**config.mk**
```make
export PLATFORM = sky130hd
export DESIGN_NAME = fhi_irq_flags
export DESIGN_NICKNAME = d
export VERILOG_FILES = /design/src/core/fhi_pkg.sv /design/src/core/fhi_flag_bank.sv /design/src/core/fhi_level_counter.sv /design/src/core/fhi_irq_flags.sv
export SDC_FILE = /design/constraint.sdc
export NUM_CORES = 1
export LEC_CHECK = 0
export BUFFER_PORTS_ARGS = -buffer_cell sky130_fd_sc_hd__buf_2
export CAP_MARGIN = 20
export CORE_ASPECT_RATIO = 1.1
export CORE_MARGIN = 8
export CORE_UTILIZATION = 42
export CTS_CLUSTER_SIZE = 16
export DETAILED_ROUTE_END_ITERATION = 8
export PLACE_DENSITY = 0.78
export SLEW_MARGIN = 20
export SYNTH_ARGS = -nofsm -noshare
export SYNTH_HDL_FRONTEND = slang
export SYNTH_SLANG_ARGS = --single-unit
```
**constraint.sdc**
```tcl
create_clock -name i_clk -period 4.75 [get_ports i_clk]
set_input_delay 0.475 -clock i_clk [delete_from_list [all_inputs] [get_ports i_clk]]
set_output_delay 0.475 -clock i_clk [all_outputs]
set_load 0.01 [all_outputs]
```
**src/core/fhi_pkg.sv**
```systemverilog
// Package of constants and types for the frame handler interrupt flag block
package fhi_pkg;

    ////////////////////////////////////////////////////////////////////////////
    // Register indices, byte address is four times the index
    localparam logic [7:0] FHI_IDX_FLAGS     = 8'h99;
    localparam logic [7:0] FHI_IDX_ENABLES   = 8'h9a;
    localparam logic [7:0] FHI_IDX_THRESHOLD = 8'ha0;
    localparam logic [7:0] FHI_IDX_PENDING   = 8'ha1;

    ////////////////////////////////////////////////////////////////////////////
    // Bit positions in flags and enables
    localparam int FHI_BIT_RX_ERROR       = 7;
    localparam int FHI_BIT_CYCLE_END      = 6;
    localparam int FHI_BIT_WAKEUP_DONE    = 5;
    localparam int FHI_BIT_TIMEOUT        = 4;
    localparam int FHI_BIT_TX_START       = 3;
    localparam int FHI_BIT_RESPONSE_START = 2;
    localparam int FHI_BIT_RX_LEVEL       = 1;
    localparam int FHI_BIT_MESSAGE_END    = 0;

    ////////////////////////////////////////////////////////////////////////////
    // Widths and reset values
    localparam int         FHI_FLAG_W          = 8;
    localparam int         FHI_ADDR_W          = 10;
    localparam logic [7:0] FHI_FLAGS_RESET     = 8'h00;
    localparam logic [7:0] FHI_ENABLES_RESET   = 8'h00;
    localparam logic [7:0] FHI_THRESHOLD_RESET = 8'h00;

    ////////////////////////////////////////////////////////////////////////////
    // Event inputs from frame handler and receiver
    typedef struct packed {
        logic rx_error;       // Checksum or parity error pulse
        logic cycle_end;      // Cycle timer elapsed pulse
        logic wakeup_busy;    // Wake-up procedure running, level
        logic timeout;        // Timeout pulse
        logic tx_start;       // Master message start pulse
        logic response_start; // Response start bit pulse
        logic rx_byte;        // One device message byte received pulse
        logic message_end;    // Last character received pulse
        logic frame_restart;  // Byte count restart pulse
    } fhi_event_type;

    // Bus state, one-hot
    typedef enum logic [1:0] {
        FHI_ST_IDLE = 2'b01,
        FHI_ST_ACK  = 2'b10
    } fhi_state_type;

endpackage : fhi_pkg

```
**src/core/fhi_flag_bank.sv**
```systemverilog
// Sticky flag bank with set-priority clearing
`timescale 1ns/1ps
module fhi_flag_bank (
    input  wire logic                        i_clk,   // System clock
    input  wire logic                        i_nrst,  // Async reset, active low
    input  wire logic [fhi_pkg::FHI_FLAG_W-1:0] i_set,   // Event pulses
    input  wire logic [fhi_pkg::FHI_FLAG_W-1:0] i_clr,   // Bits to clear
    output logic      [fhi_pkg::FHI_FLAG_W-1:0] o_flags  // Sticky flags
);

    ////////////////////////////////////////////////////////////////////////////
    // Set wins over clear in the same cycle
    always_ff @(posedge i_clk or negedge i_nrst) begin
        if (!i_nrst) begin
            o_flags <= fhi_pkg::FHI_FLAGS_RESET;
        end else begin
            o_flags <= (o_flags & ~i_clr) | i_set;
        end
    end

endmodule : fhi_flag_bank

```
**src/core/fhi_level_counter.sv**
```systemverilog
// Received byte counter with threshold detect
`timescale 1ns/1ps
module fhi_level_counter (
    input  wire logic       i_clk,       // System clock
    input  wire logic       i_nrst,      // Async reset, active low
    input  wire logic       i_restart,   // Start counting a new message
    input  wire logic       i_rx_byte,   // One byte received
    input  wire logic [7:0] i_threshold, // Byte count to report, zero off
    output logic            o_hit        // Pulse when count reaches threshold
);

    logic [7:0] count_reg;

    ////////////////////////////////////////////////////////////////////////////
    // Byte count, saturates at all ones
    always_ff @(posedge i_clk or negedge i_nrst) begin
        if (!i_nrst) begin
            count_reg <= 8'h00;
        end else if (i_restart) begin
            count_reg <= 8'h00;
        end else if (i_rx_byte && count_reg != 8'hff) begin
            count_reg <= count_reg + 8'h01;
        end
    end

    ////////////////////////////////////////////////////////////////////////////
    // One pulse as the count steps onto the threshold
    always_ff @(posedge i_clk or negedge i_nrst) begin
        if (!i_nrst) begin
            o_hit <= 1'b0;
        end else begin
            o_hit <= !i_restart && i_rx_byte && i_threshold != 8'h00
                     && (count_reg + 8'h01) == i_threshold;
        end
    end

endmodule : fhi_level_counter

```
**src/core/fhi_irq_flags.sv**
```systemverilog
// Frame handler interrupt flags with Avalon-MM register slave
//
// Implementation choice: the Avalon-MM slave port.
`timescale 1ns/1ps
module fhi_irq_flags (
    input  wire logic                          i_clk,           // System clock
    input  wire logic                          i_nrst,          // Async reset, active low
    // Avalon-MM slave
    input  wire logic [fhi_pkg::FHI_ADDR_W-1:0] i_avs_address,   // Byte address
    input  wire logic                          i_avs_read,      // Read request
    input  wire logic                          i_avs_write,     // Write request
    input  wire logic [31:0]                   i_avs_writedata, // Write data
    input  wire logic [3:0]                    i_avs_byteenable, // Byte lanes
    output logic      [31:0]                   o_avs_readdata,  // Read data
    output logic                               o_avs_waitrequest, // Stall
    // Events
    input  wire fhi_pkg::fhi_event_type        i_events,        // Event sources
    // Interrupt
    output logic                               o_irq            // Level, active high
);

    ////////////////////////////////////////////////////////////////////////////
    // Declarations
    fhi_pkg::fhi_state_type                state_reg;
    logic [fhi_pkg::FHI_FLAG_W-1:0]        flags;
    logic [fhi_pkg::FHI_FLAG_W-1:0]        enables_reg;
    logic [7:0]                            threshold_reg;
    logic [fhi_pkg::FHI_FLAG_W-1:0]        set_vec;
    logic [fhi_pkg::FHI_FLAG_W-1:0]        clr_vec;
    logic [fhi_pkg::FHI_FLAG_W-1:0]        read_mask_reg;
    logic                                  wakeup_busy_reg;
    logic                                  wakeup_done;
    logic                                  level_hit;
    logic                                  accept;
    logic                                  hit_flags;
    logic                                  hit_enables;
    logic                                  hit_threshold;
    logic                                  hit_pending;

    ////////////////////////////////////////////////////////////////////////////
    // Address decode helper
    function automatic logic fhi_hit(input logic [fhi_pkg::FHI_ADDR_W-1:0] addr,
                                     input logic [7:0] index);
        fhi_hit = addr[1:0] == 2'b00 && addr[fhi_pkg::FHI_ADDR_W-1:2] == index;
    endfunction : fhi_hit

    assign hit_flags     = fhi_hit(i_avs_address, fhi_pkg::FHI_IDX_FLAGS);
    assign hit_enables   = fhi_hit(i_avs_address, fhi_pkg::FHI_IDX_ENABLES);
    assign hit_threshold = fhi_hit(i_avs_address, fhi_pkg::FHI_IDX_THRESHOLD);
    assign hit_pending   = fhi_hit(i_avs_address, fhi_pkg::FHI_IDX_PENDING);

    // Request completes at the edge where waitrequest is low
    assign accept = state_reg == fhi_pkg::FHI_ST_ACK;

    ////////////////////////////////////////////////////////////////////////////
    // Bus handshake: one wait cycle, then acknowledge
    always_ff @(posedge i_clk or negedge i_nrst) begin
        if (!i_nrst) begin
            state_reg         <= fhi_pkg::FHI_ST_IDLE;
            o_avs_waitrequest <= 1'b1;
        end else begin
            case (state_reg)
                fhi_pkg::FHI_ST_IDLE: begin
                    if (i_avs_read || i_avs_write) begin
                        state_reg         <= fhi_pkg::FHI_ST_ACK;
                        o_avs_waitrequest <= 1'b0;
                    end
                end
                fhi_pkg::FHI_ST_ACK: begin
                    state_reg         <= fhi_pkg::FHI_ST_IDLE;
                    o_avs_waitrequest <= 1'b1;
                end
                default: begin
                    state_reg         <= fhi_pkg::FHI_ST_IDLE;
                    o_avs_waitrequest <= 1'b1;
                end
            endcase
        end
    end

    ////////////////////////////////////////////////////////////////////////////
    // Read data captured one cycle ahead, zero when unmapped
    always_ff @(posedge i_clk or negedge i_nrst) begin
        if (!i_nrst) begin
            o_avs_readdata <= 32'h0000_0000;
            read_mask_reg  <= 8'h00;
        end else if (state_reg == fhi_pkg::FHI_ST_IDLE && i_avs_read) begin
            read_mask_reg  <= hit_flags ? flags : 8'h00;
            if (hit_flags) begin
                o_avs_readdata <= {24'h00_0000, flags};
            end else if (hit_enables) begin
                o_avs_readdata <= {24'h00_0000, enables_reg};
            end else if (hit_threshold) begin
                o_avs_readdata <= {24'h00_0000, threshold_reg};
            end else if (hit_pending) begin
                o_avs_readdata <= {24'h00_0000, flags & enables_reg};
            end else begin
                o_avs_readdata <= 32'h0000_0000;
            end
        end else if (accept) begin
            read_mask_reg  <= 8'h00;
        end
    end

    ////////////////////////////////////////////////////////////////////////////
    // Enable register, low byte lane only
    always_ff @(posedge i_clk or negedge i_nrst) begin
        if (!i_nrst) begin
            enables_reg <= fhi_pkg::FHI_ENABLES_RESET;
        end else if (accept && i_avs_write && hit_enables && i_avs_byteenable[0]) begin
            enables_reg <= i_avs_writedata[7:0];
        end
    end

    ////////////////////////////////////////////////////////////////////////////
    // Received byte threshold register
    always_ff @(posedge i_clk or negedge i_nrst) begin
        if (!i_nrst) begin
            threshold_reg <= fhi_pkg::FHI_THRESHOLD_RESET;
        end else if (accept && i_avs_write && hit_threshold && i_avs_byteenable[0]) begin
            threshold_reg <= i_avs_writedata[7:0];
        end
    end

    ////////////////////////////////////////////////////////////////////////////
    // Wake-up finish seen as busy falling
    always_ff @(posedge i_clk or negedge i_nrst) begin
        if (!i_nrst) begin
            wakeup_busy_reg <= 1'b0;
        end else begin
            wakeup_busy_reg <= i_events.wakeup_busy;
        end
    end

    assign wakeup_done = wakeup_busy_reg && !i_events.wakeup_busy;

    ////////////////////////////////////////////////////////////////////////////
    // Byte level detection
    fhi_level_counter u_level (
        .i_clk       (i_clk),
        .i_nrst      (i_nrst),
        .i_restart   (i_events.frame_restart),
        .i_rx_byte   (i_events.rx_byte),
        .i_threshold (threshold_reg),
        .o_hit       (level_hit)
    );

    ////////////////////////////////////////////////////////////////////////////
    // Event vector in flag order
    always_comb begin
        set_vec                                  = 8'h00;
        set_vec[fhi_pkg::FHI_BIT_RX_ERROR]       = i_events.rx_error;
        set_vec[fhi_pkg::FHI_BIT_CYCLE_END]      = i_events.cycle_end;
        set_vec[fhi_pkg::FHI_BIT_WAKEUP_DONE]    = wakeup_done;
        set_vec[fhi_pkg::FHI_BIT_TIMEOUT]        = i_events.timeout;
        set_vec[fhi_pkg::FHI_BIT_TX_START]       = i_events.tx_start;
        set_vec[fhi_pkg::FHI_BIT_RESPONSE_START] = i_events.response_start;
        set_vec[fhi_pkg::FHI_BIT_RX_LEVEL]       = level_hit;
        set_vec[fhi_pkg::FHI_BIT_MESSAGE_END]    = i_events.message_end;
    end

    ////////////////////////////////////////////////////////////////////////////
    // Clear flags that were read from the flag register, or written as one
    always_comb begin
        clr_vec = 8'h00;
        if (accept && i_avs_read) begin
            clr_vec = read_mask_reg;
        end else if (accept && i_avs_write && hit_flags && i_avs_byteenable[0]) begin
            clr_vec = i_avs_writedata[7:0];
        end
    end

    fhi_flag_bank u_flags (
        .i_clk   (i_clk),
        .i_nrst  (i_nrst),
        .i_set   (set_vec),
        .i_clr   (clr_vec),
        .o_flags (flags)
    );

    ////////////////////////////////////////////////////////////////////////////
    // Interrupt request, registered
    always_ff @(posedge i_clk or negedge i_nrst) begin
        if (!i_nrst) begin
            o_irq <= 1'b0;
        end else begin
            o_irq <= |(flags & enables_reg);
        end
    end

endmodule : fhi_irq_flags

```
==> results.md, run 1 <==
- Residual DRC: 0
- Worst EP required: approximately 5.0 ns
- # hold bufs at CTS: 0
- Ys async rst share: 1.00
- Top FF cell, synth: dfrtp_1
- Die X: approximately 97 um
- Worst r2r src: state_reg[0]
- TritonCTS Buffers: 5
- Initial Utilization: 0.430
- Postcts setup bufs: 0
- Initial antenna violation count: 0
- WL final: around 6700 um
- Number of cells on the worst reg-to-reg path: 4
- Post-synth EDFFs: 0
- Layout area overhead: 8.36%
- Critical setup path kind: reg2reg
- Post-route ant nets: 0
- Worst-path cell chain: nor2b_1, and2_0, nor2_1, a22o_1
- Ports: a little over 90
- Dpl hpwl: 5190 um
- Max frequency: slightly below 0.5 GHz
- Setup crit end kind: flop
- Worst-Skew Late Latency: 0.32 ns
- Reg clk slew, reported paths: 0.11 ns
- Largest net degree at the start of global routing: between 50 and 60
- Crit path largest cell delay: 0.58 ns
- Vias post-DR: approximately 2400
- Number of port buffers: 41
- Post-layout min period: ~2 ns
- H-tree depth: 2
- Setup TNS: 0 ns
- Reg2reg end: read_mask_reg[7]
- Post-cts sizing count: 0
- GRT Util Overall: 0.143
- Vias/cell: roughly 5.4
- GR Util met1: 0.173
- Clk_skew: 0.0105 ns
- # diodes: 0
- Power Total: a little under 900 uW
- Dpl ws: around 2.5 ns
- Power per standard cell area: 273 nW/um2
- Max VDD drop: ~0.00026 V
- # clock sinks: 53
- Part of the cycle the worst path needs: 0.428
- Static leakage: about 0.0014 uW
- WL/cell: approximately 15 um
- Die Ht: 105 um
- Cell Area, Synth: 2990 um2
- Worst-Margin Slew: 0.836 ns
- Worst R2R Setup Slack: approximately 2.7 ns
- GRT overflow: 0
- GRT met3 Usage: 0.0286
- Mean Syn Cell Area: roughly 9.4 um2
- Layout cells sized above 1: 0.209
- Max-Cap Viols: 0
- Distinct cells, synth: a little under 50
- Relative slew slack: 0.440
- Hold WC Path Type: in2async
- FF+latch count, synth: 53
- Setup crit start kind: flop
- Status: completed
- CP arrival: about 2.3 ns
- Setup ws final: around 2.7 ns
- Fillers: 704
- Unrepaired setup endpoints after global routing: false
- Crit Path Max Fanout: 17
- # rows: 32
- Mapped Cells: 320
- Vias in the first global route: around 2500
- First-pass GRT wire length: approximately 12000 um
- Area of the die: a little over 10000 um2
- Routability cong.: between 0.8 and 0.9
- Final hold violations: 0
- Global route hottest layer: met2
- Setup violations, final: 0
- # nets final: about 410
- Slowest-stage cell, CP: and2_0
- Clock buffer depth: 2
- Core area: 6970 um2
- TritonCTS clock tree: yes
- Synth warnings: 0
- Clk root buf: clkbuf_8
- Iteration-0 DRC Markers: between 80 and 90
- Sequential fraction of the synthesis area: 0.443
- Met2 GRT Util: 0.243
- Count of final max-slew check failures: 0
- First-pass DRT Iterations: 4
[cell type report]
cell class,instances,area (um2),area share
sequential,53,1330,0.409
tap,85,106,0.0328
timing repair buffer,42,213,0.0656
inverter,11,41.3,0.0127
multi-input combinational,240,1460,0.450
clock buffer,5,68.8,0.0212
clock inverter,3,28.8,0.00887
[how the worst max path moves through the flow]
| stage | startpoint | end | cells past startpoint |
|---|---|---|---|
| after floorplan | i_avs_address[1] | enables_reg[0] | 4 |
| after global placement | i_avs_address[4] | u_flags.o_flags[5] | 6 |
| after detailed placement | i_avs_address[4] | u_flags.o_flags[6] | 6 |
| after CTS | u_level.count_reg[0] | u_level.o_hit | 6 |
| after global routing | state_reg[0] | read_mask_reg[1] | 4 |
| final | state_reg[0] | read_mask_reg[7] | 4 |
[worst max-delay path: cells and delay by family (launching register included)]
| kind | cells | cell delay (ns) |
|---|---|---|
| compound gates | 1 | 0.31 |
| flops | 1 | 0.55 |
| simple gates | 3 | 1.07 |
[power by group]
part | internal [uW] | switching (uW) | leakage [uW] | total [uW]
clock | 111 | 164 | 0.0000506 | 275
combinational | 38.3 | 96.9 | 0.000745 | 135
sequential | 466 | 8.39 | 0.000653 | 474
total | 615 | 270 | 0.00145 | 884
[placed cells by master, fill, tap and decap left out, types with 11 or more instances in the layout]
| master | n |
|---|---|
| dfrtp_1 | 52 |
| buf_2 | 41 |
| o21ai_0 | 38 |
| nand2_1 | 29 |
| conb_1 | 24 |
| a21oi_1 | 21 |
| nand3_1 | 14 |
| nor2_1 | 12 |
| inv_1 | 11 |
[cells by family (layout without fill, tap and decap cells)]
| kind of cell | after synthesis | count (layout) | share of synthesized area |
|---|---|---|---|
| other | 1 | 24 | 0.00125 |
| AO/OA/AOI/OAI | 95 | 95 | 0.198 |
| AND/OR/NAND/NOR | 98 | 98 | 0.184 |
| XOR/XNOR | 13 | 13 | 0.0380 |
| buffers and inverters | 50 | 61 | 0.0982 |
| flip-flops | 53 | 53 | 0.443 |
| adder cells (fa/ha/maj) | 1 | 1 | 0.00418 |
| multiplexers | 9 | 9 | 0.0334 |
[cell usage after synthesis, types with 2 or more instances]
cell type  number  area (um2)
a21oi_1        21         105
a22o_1          8        70.1
a22oi_1         4        30.0
a311oi_1        2        17.5
a31o_2          7        61.3
a31oi_1         2        12.5
and2_1          2        12.5
and3_1          9        56.3
and4_1          2        17.5
buf_2           4        20.0
buf_4          25         188
clkbuf_1        8        30.0
dfrtp_1        52        1300
inv_1          11        41.3
mux2_2          8        90.1
nand2_1        29         109
nand2b_1        3        18.8
nand3_1        14        70.1
nand4_1         3        18.8
nor2_1         12        45.0
nor2b_1         3        18.8
nor3_1          4        20.0
nor3_2          3        30.0
o21a_1          9        67.6
o21ai_0        38         190
or4_1           3        22.5
xnor2_1         7        61.3
xor2_1          6        52.6
[layer usage]
metal,part of all wire,vias up
met1,0.43,1162
li1,-,1155
met3,0.039,12
met2,0.51,49
met4,0.019,0
met5,0,-
[through the flow]
step           area (um2)  cells  hold slack (ns)   util
2_1_floorplan        3080    343            0.179      -
3_3_place_gp         3150    431            0.442  0.452
3_5_place_dp         3150    431            0.454  0.452
4_1_cts              3240    439            0.258  0.466
5_1_grt              3240    439            0.252  0.466
6_report             3240    439            0.266  0.466
No activity file was read; power rests on OpenSTA's default activity.
==> inputs of run 2 (changes only) <==
--- a/config.mk
+++ b/config.mk
@@ -5,6 +5,7 @@
 export SDC_FILE = /design/constraint.sdc
 export NUM_CORES = 1
 export LEC_CHECK = 0
+export ABC_AREA = 1
 export BUFFER_PORTS_ARGS = -buffer_cell sky130_fd_sc_hd__buf_2
 export CAP_MARGIN = 20
 export CORE_ASPECT_RATIO = 1.1
@@ -12,7 +13,7 @@
 export CORE_UTILIZATION = 42
 export CTS_CLUSTER_SIZE = 16
 export DETAILED_ROUTE_END_ITERATION = 8
-export PLACE_DENSITY = 0.78
+export PLACE_DENSITY = 0.77
 export SLEW_MARGIN = 20
 export SYNTH_ARGS = -nofsm -noshare
 export SYNTH_HDL_FRONTEND = slang
==> constraint.sdc (replaced) <==
create_clock -name i_clk -period 2 [get_ports i_clk]
set_input_delay 0.2 -clock i_clk [delete_from_list [all_inputs] [get_ports i_clk]]
set_output_delay 0.2 -clock i_clk [all_outputs]
set_load 0.01 [all_outputs]
==> run 2 against run 1 <==
  * Global-route usage shrank 1.3 points
  * Final area is 3.6% higher
  * Total power increased by 140%
  * Die area increased by 0.84%
  * Critical path depth increased by 3
  * Hold slack worse by 0.20 ns
  * Clock skew decreased by 0.0038 ns
  * Routed wire length decreased by 4.4%
  * Critical path type unchanged
==> results.md, run 2 <==
- Layout cells sized above 1: 0.187
- Largest area contributor in the netlist: dfrtp_1
- Ports: just over 90
- Post-synthesis mux area share: 0
- TritonCTS clock tree: yes
- Clock Power Share: 0.285
- Dpl cell area: roughly 3300 um2
- WL/cell: roughly 12 um
- Part of the cycle the worst path needs: 0.838
- # nets final: 509
- Mean Syn Cell Area: ~7.6 um2
- Final hold violations: 0
- # clock sinks: 53
- Final core utilization: 0.480
- Post-route ant nets: 0
- Static leakage: 0.00188 uW
- Core area: ~7000 um2
- Initial Utilization: 0.432
- Largest family of logic cells by synthesized area: simple AND/OR/NAND/NOR gates
- Most numerous cell in the Yosys netlist: nand2_1
- Vias post-DR: 2536
- Layout area overhead: 11.1%
- First-pass GRT wire length: about 11000 um
- Sw power: 681 uW
- Hold_ws: around 0.063 ns
- GR Util met1: 0.148
- Register area: roughly 1300 um2
- Initial antenna violation count: 0
- Setup crit end kind: flop
- CP arrival: approximately 1.9 ns
- Largest net degree at the start of global routing: 20
- H-tree depth: 2
- Power Total: ~2200 uW
- Mapped Cells: 399
- Compound-cell area share of the yosys netlist: 0.0683
- Die Ht: about 100 um
- Synth Area in Adders: 0.00414
- Clk_skew: slightly below 0.007 ns
- Max-Cap Viols: 0
- Postcts setup bufs: 0
- Post-cts sizing count: 0
- Commonest non-fill, non-tap cell in the layout: nand2_1
- Area share of and/or/nand/nor cells after synthesis: 0.335
- Sequential fraction of the synthesis area: 0.439
- Die X: between 90 and 100 um
- Clk root buf: clkbuf_8
- Commonest non-fill, non-tap cells in the layout: nand2_1, inv_1, dfrtp_1
- Status: completed
- GRT Util Overall: 0.130
- Number of port buffers: 41
- Top FF cell, synth: dfrtp_1
- # diodes: 0
- Power per standard cell area: 643 nW/um2
- Routability cong.: 0.853
- GRT overflow: 0
- Worst-Skew Late Latency: between 0.3 and 0.4 ns
- Critical setup path kind: reg2reg
- Xor and xnor area share after synthesis: 0.0161
- Multi-input combinational cell area: between 1000 and 1500 um2
- Relative slew slack: 0.657
- Cell Area, Synth: about 3000 um2
- Setup crit start kind: flop
- Int Power: 1480 uW
- Area of the die: slightly above 10000 um2
- Ys async rst share: 1.00
- Count of final max-slew check failures: 0
- Hold WC Path Type: in2reg
- First-pass DRT Iterations: 4
- Top cells by area, synth: dfrtp_1, nand2_1, nand3_1
- Dpl hpwl: between 5000 and 6000 um
- Residual DRC: 0
- Max VDD drop: between 0.0005 and 0.0006 V
- Worst-Margin Slew: 0.512 ns
- FF+latch count, synth: 53
- Setup violations, final: 0
- GRT met3 Usage: 0.0356
- Share of the synthesized area in the top cell type: 0.430
- Vias/cell: 4.74
- # rows: 32
- Post-layout min period: roughly 1.7 ns
- Post-synth EDFFs: 0
- Met2 GRT Util: 0.223
- Global route hottest layer: met2
- Reg clk slew, reported paths: around 0.10 ns
- Reg power frac: 0.524
- Max frequency: between 0.5 and 0.6 GHz
- Distinct cells, synth: 33
- Unrepaired setup endpoints after global routing: false
- Comb pwr share: 0.191
- Worst EP required: around 2.2 ns
- Design area: approximately 3400 um2
- Setup TNS: 0 ns
- TritonCTS Buffers: 5
- Fillers: ~700
- Most frequent cells after synthesis: nand2_1, dfrtp_1, inv_1
- Vias in the first global route: 2492
- Clock buffer depth: 2
- Crit Path Max Fanout: 10
- Net Sw Frac: 0.315
- WL final: roughly 6400 um
- Iteration-0 DRC Markers: 113
- Synth warnings: 0
run 2: cell types whose count changed after synthesis, sizes merged, moves of 9 or more:
cell,before,now
a21oi,21,4
o21a,9,0
nor2,12,44
inv,11,54
o21ai,38,25
and3,9,0
nand2,30,122
nand3,14,44
run 2: worst paths after layout:
kind	from	to	slack (ns)	depth (start not counted)
setup / recovery	u_level.count_reg[0]	u_level.count_reg[6]	0.32	7
hold / removal	i_events[4]	u_flags.o_flags[3]	0.06	3
setup reg to reg	u_level.count_reg[0]	u_level.count_reg[6]	0.32	7
hold reg to reg	u_level.o_hit	u_flags.o_flags[1]	0.47	2
max in group asynchronous	i_nrst	state_reg[0]	1.01	3
min in group asynchronous	i_nrst	o_avs_readdata[4]	0.33	2
run 2: final cells by class:
cell class	instances	share of cell area
clock buffer	5	0.0205
clock inverter	3	0.00633
inverter	54	0.0603
multi-input combinational	287	0.408
sequential	53	0.395
tap	85	0.0316
timing repair buffer	48	0.0782
run 2: power by group through the flow:
stage	Clock (uW)	Combinational, uW	Sequential [uW]
global placement	0	405	1150
CTS	629	414	1130
floorplan	0	281	1160
detailed placement	0	410	1150
finish	616	413	1130
global route	669	468	1140
run 2: critical path: stages (launching register included):
cell	delay, ns
dfrtp_1	0.48
ha_1	0.29
nand4_1	0.15
nor2_1	0.08
nor2_2	0.27
inv_1	0.10
nand2_1	0.12
o22ai_1	0.08
run 2: cells by family (layout without fill, tap and decap cells):
| family | Yosys count | in the layout |
|---|---|---|
| other cells | 1 | 24 |
| fa+ha+maj | 1 | 1 |
| flops | 53 | 53 |
| simple gates | 225 | 225 |
| buf+inv | 82 | 110 |
| xor+xnor | 4 | 4 |
| compound gates | 33 | 33 |
run 2: metrics by stage:
step	std cells	setup slack, ns
finish	535	0.323
global route	535	0.145
CTS	535	0.337
detailed placement	525	0.348
global placement	525	0.370
floorplan	422	0.497
run 2: per-layer routing:
metal,up-vias,share of wire
li1,1309,-
met1,1157,0.44
met3,8,0.053
met2,62,0.49
met5,-,0
met4,0,0.017
run 2: what timing repair did:
action                                  CTS  global route
hold buffers                              2             0
endpoints found under the setup margin    0             0
hold endpoints to repair                 17             0
==> inputs of run 3 (changes only) <==
==> constraint.sdc (replaced) <==
create_clock -name i_clk -period 1.55 [get_ports i_clk]
set_input_delay 0.155 -clock i_clk [delete_from_list [all_inputs] [get_ports i_clk]]
set_output_delay 0.155 -clock i_clk [all_outputs]
set_load 0.01 [all_outputs]
==> run 3 against run 2 <==
  * Hold slack lost 0.040 ns
  * Sequential power increased by 29%
  * First-iteration DRC count up 4.4%
  * Final area rose by 3.5%
  * Combinational power grew 46%
  * Sequential cell count did not move
  * Routed wire length rose by 2.0%
  * Largest cell class unchanged
  * Highest routed layer unchanged
==> results.md, run 3 (synthesis results as in run 2) <==
- Register area: about 1300 um2
- Post-route ant nets: 0
- Initial Utilization: 0.432
- H-tree depth: 2
- Power Total: between 3000 and 4000 uW
- Setup crit start kind: flop
- # nets final: 517
- First-pass DRT Iterations: 5
- Number of port buffers: between 40 and 50
- GRT Util Overall: 0.127
- Hold WC Path Type: in2reg
- Placed Cells incl. Taps: around 530
- Sw power: 898 uW
- Worst R2R Setup Slack: between 0.01 and 0.015 ns
- Commonest non-fill, non-tap cell in the layout: nand2_1
- Count of final max-slew check failures: 0
- Clk_skew: around 0.0073 ns
- # diodes: 0
- WL final: 6550 um
- Postcts setup bufs: 0
- Layout cells sized above 1: 0.207
- Final hold violations: 0
- TritonCTS clock tree: yes
- Design area: 3480 um2
- Die Ht: approximately 100 um
- Comb pwr share: 0.200
- Clk root buf: clkbuf_8
- Largest net degree at the start of global routing: 54
- Vias/cell: just under 5
- Commonest non-fill, non-tap cells in the layout: nand2_1, dfrtp_1, inv_1
- TritonCTS Buffers: 5
- Worst-Skew Late Latency: between 0.3 and 0.4 ns
- Post-layout min period: ~1.5 ns
- Buf/Inv on CP: 2
- Clock buffer depth: 2
- Residual DRC: 0
- Non-Filler Instances: 543
- Static leakage: 0.00193 uW
- Iteration-0 DRC Markers: approximately 120
- Crit path largest cell delay: about 0.54 ns
- Critical setup path kind: reg2reg
- Slowest-stage cell, CP: dfstp_2
- Power per standard cell area: roughly 870 nW/um2
- Area of the die: just over 10000 um2
- WL/cell: 12.1 um
- Layout area overhead: 15.1%
- Clock Power Share: 0.316
- Worst-path cell chain: inv_1, nor2_1, inv_1, nor2_4, o21ai_2, nor2_1, nand2_1, nand3_1
- Core area: between 7000 and 8000 um2
- Die X: roughly 97 um
- Dpl cell area: approximately 3300 um2
- CP arrival: about 1.8 ns
- GRT overflow: 0
- # clock sinks: 53
- First-pass GRT wire length: 11000 um
- Number of cells on the worst reg-to-reg path: 8
- # rows: 32
- Hold_ws: roughly 0.023 ns
- Ports: just over 90
- Worst r2r src: state_reg[0]
- Dpl hpwl: around 5000 um
- Int Power: ~2100 uW
- Vias post-DR: 2627
- Max VDD drop: between 0.0006 and 0.0007 V
- Worst EP required: around 1.8 ns
- Crit Path Max Fanout: 8
- Reg clk slew, reported paths: about 0.10 ns
- Fillers: 685
- Reg power frac: 0.484
- Cell count of the worst hold path: 2
- Net Sw Frac: 0.298
- Setup crit end kind: flop
- Max-Cap Viols: 0
- Status: completed
- Max frequency: roughly 0.65 GHz
- Min-delay src: i_avs_write
- Part of the cycle the worst path needs: 0.993
- Multi-input combinational cell area: between 1000 and 1500 um2
- Crit path max-delay family: simple AND/OR/NAND/NOR gates
- Vias in the first global route: around 2600
- Reg2reg end: o_avs_readdata[0]
- Initial antenna violation count: 0
- Routability cong.: 0.863
- Setup violations, final: 0
- Worst Hold Path EP: state_reg[0]
- Unrepaired setup endpoints after global routing: true
[run 3: cell types whose count changed in the layout (fill, tap and decap cells not counted), moves of 2 or more]
cell    previous run  this run
buf_4              5        12
inv_1             52        50
inv_2              2         4
nor2_4             2         4
[run 3: cell type report]
class / count / area share
Clock buffer: 6 / 0.0209
Tap cell: 85 / 0.0306
Inverter: 54 / 0.0583
Timing Repair Buffer: 56 / 0.0964
Multi-Input combinational cell: 287 / 0.401
Sequential cell: 53 / 0.382
Clock inverter: 2 / 0.0111
[run 3: through the flow]
stage | setup WS [ns] | setup TNS [ns] | utilization
floorplan | 0.0473 | 0 | -
global placement | 0.0231 | 0 | 0.474
detailed placement | -0.00637 | -0.00637 | 0.474
CTS | 0.0445 | 0 | 0.494
global route | -0.0519 | -0.193 | 0.497
finish | 0.0105 | 0 | 0.497
[run 3: metal layers]
| metal | global-route usage | up-vias | wire length [um] |
|---|---|---|---|
| met5 | 0 | - | 0 |
| met4 | 0.0539 | 0 | 163 |
| met1 | 0.145 | 1219 | 2870 |
| met3 | 0.0362 | 14 | 372 |
| met2 | 0.215 | 72 | 3150 |
| li1 | - | 1322 | - |
[run 3: worst max path at each step]
stage	cells past startpoint	slack, ns	from	to
after floorplan	9	0.05	state_reg[0]	read_mask_reg[0]
after global routing	10	-0.05	u_level.count_reg[0]	u_level.o_hit
after global placement	7	0.02	u_level.count_reg[0]	u_level.count_reg[6]
final	8	0.01	state_reg[0]	o_avs_readdata[0]
after detailed placement	7	-0.006	u_level.count_reg[0]	u_level.count_reg[6]
after CTS	10	0.04	u_level.count_reg[0]	u_level.o_hit
[run 3: power by group through the flow]
stage	clock network, uW	registers (uW)	logic [uW]
2_1_floorplan	0	1490	363
3_3_place_gp	0	1480	562
3_5_place_dp	0	1490	573
4_1_cts	978	1460	588
5_1_grt	1030	1470	674
6_report	953	1460	604
[run 3: timing repair]
item                       4_1_cts  5_1_grt
gates resized for setup          2        5
setup endpoints to repair        3       13
cloned                           0        0
hold buffers                     2        0
pin swaps                        0        4
hold endpoints to repair        53        0
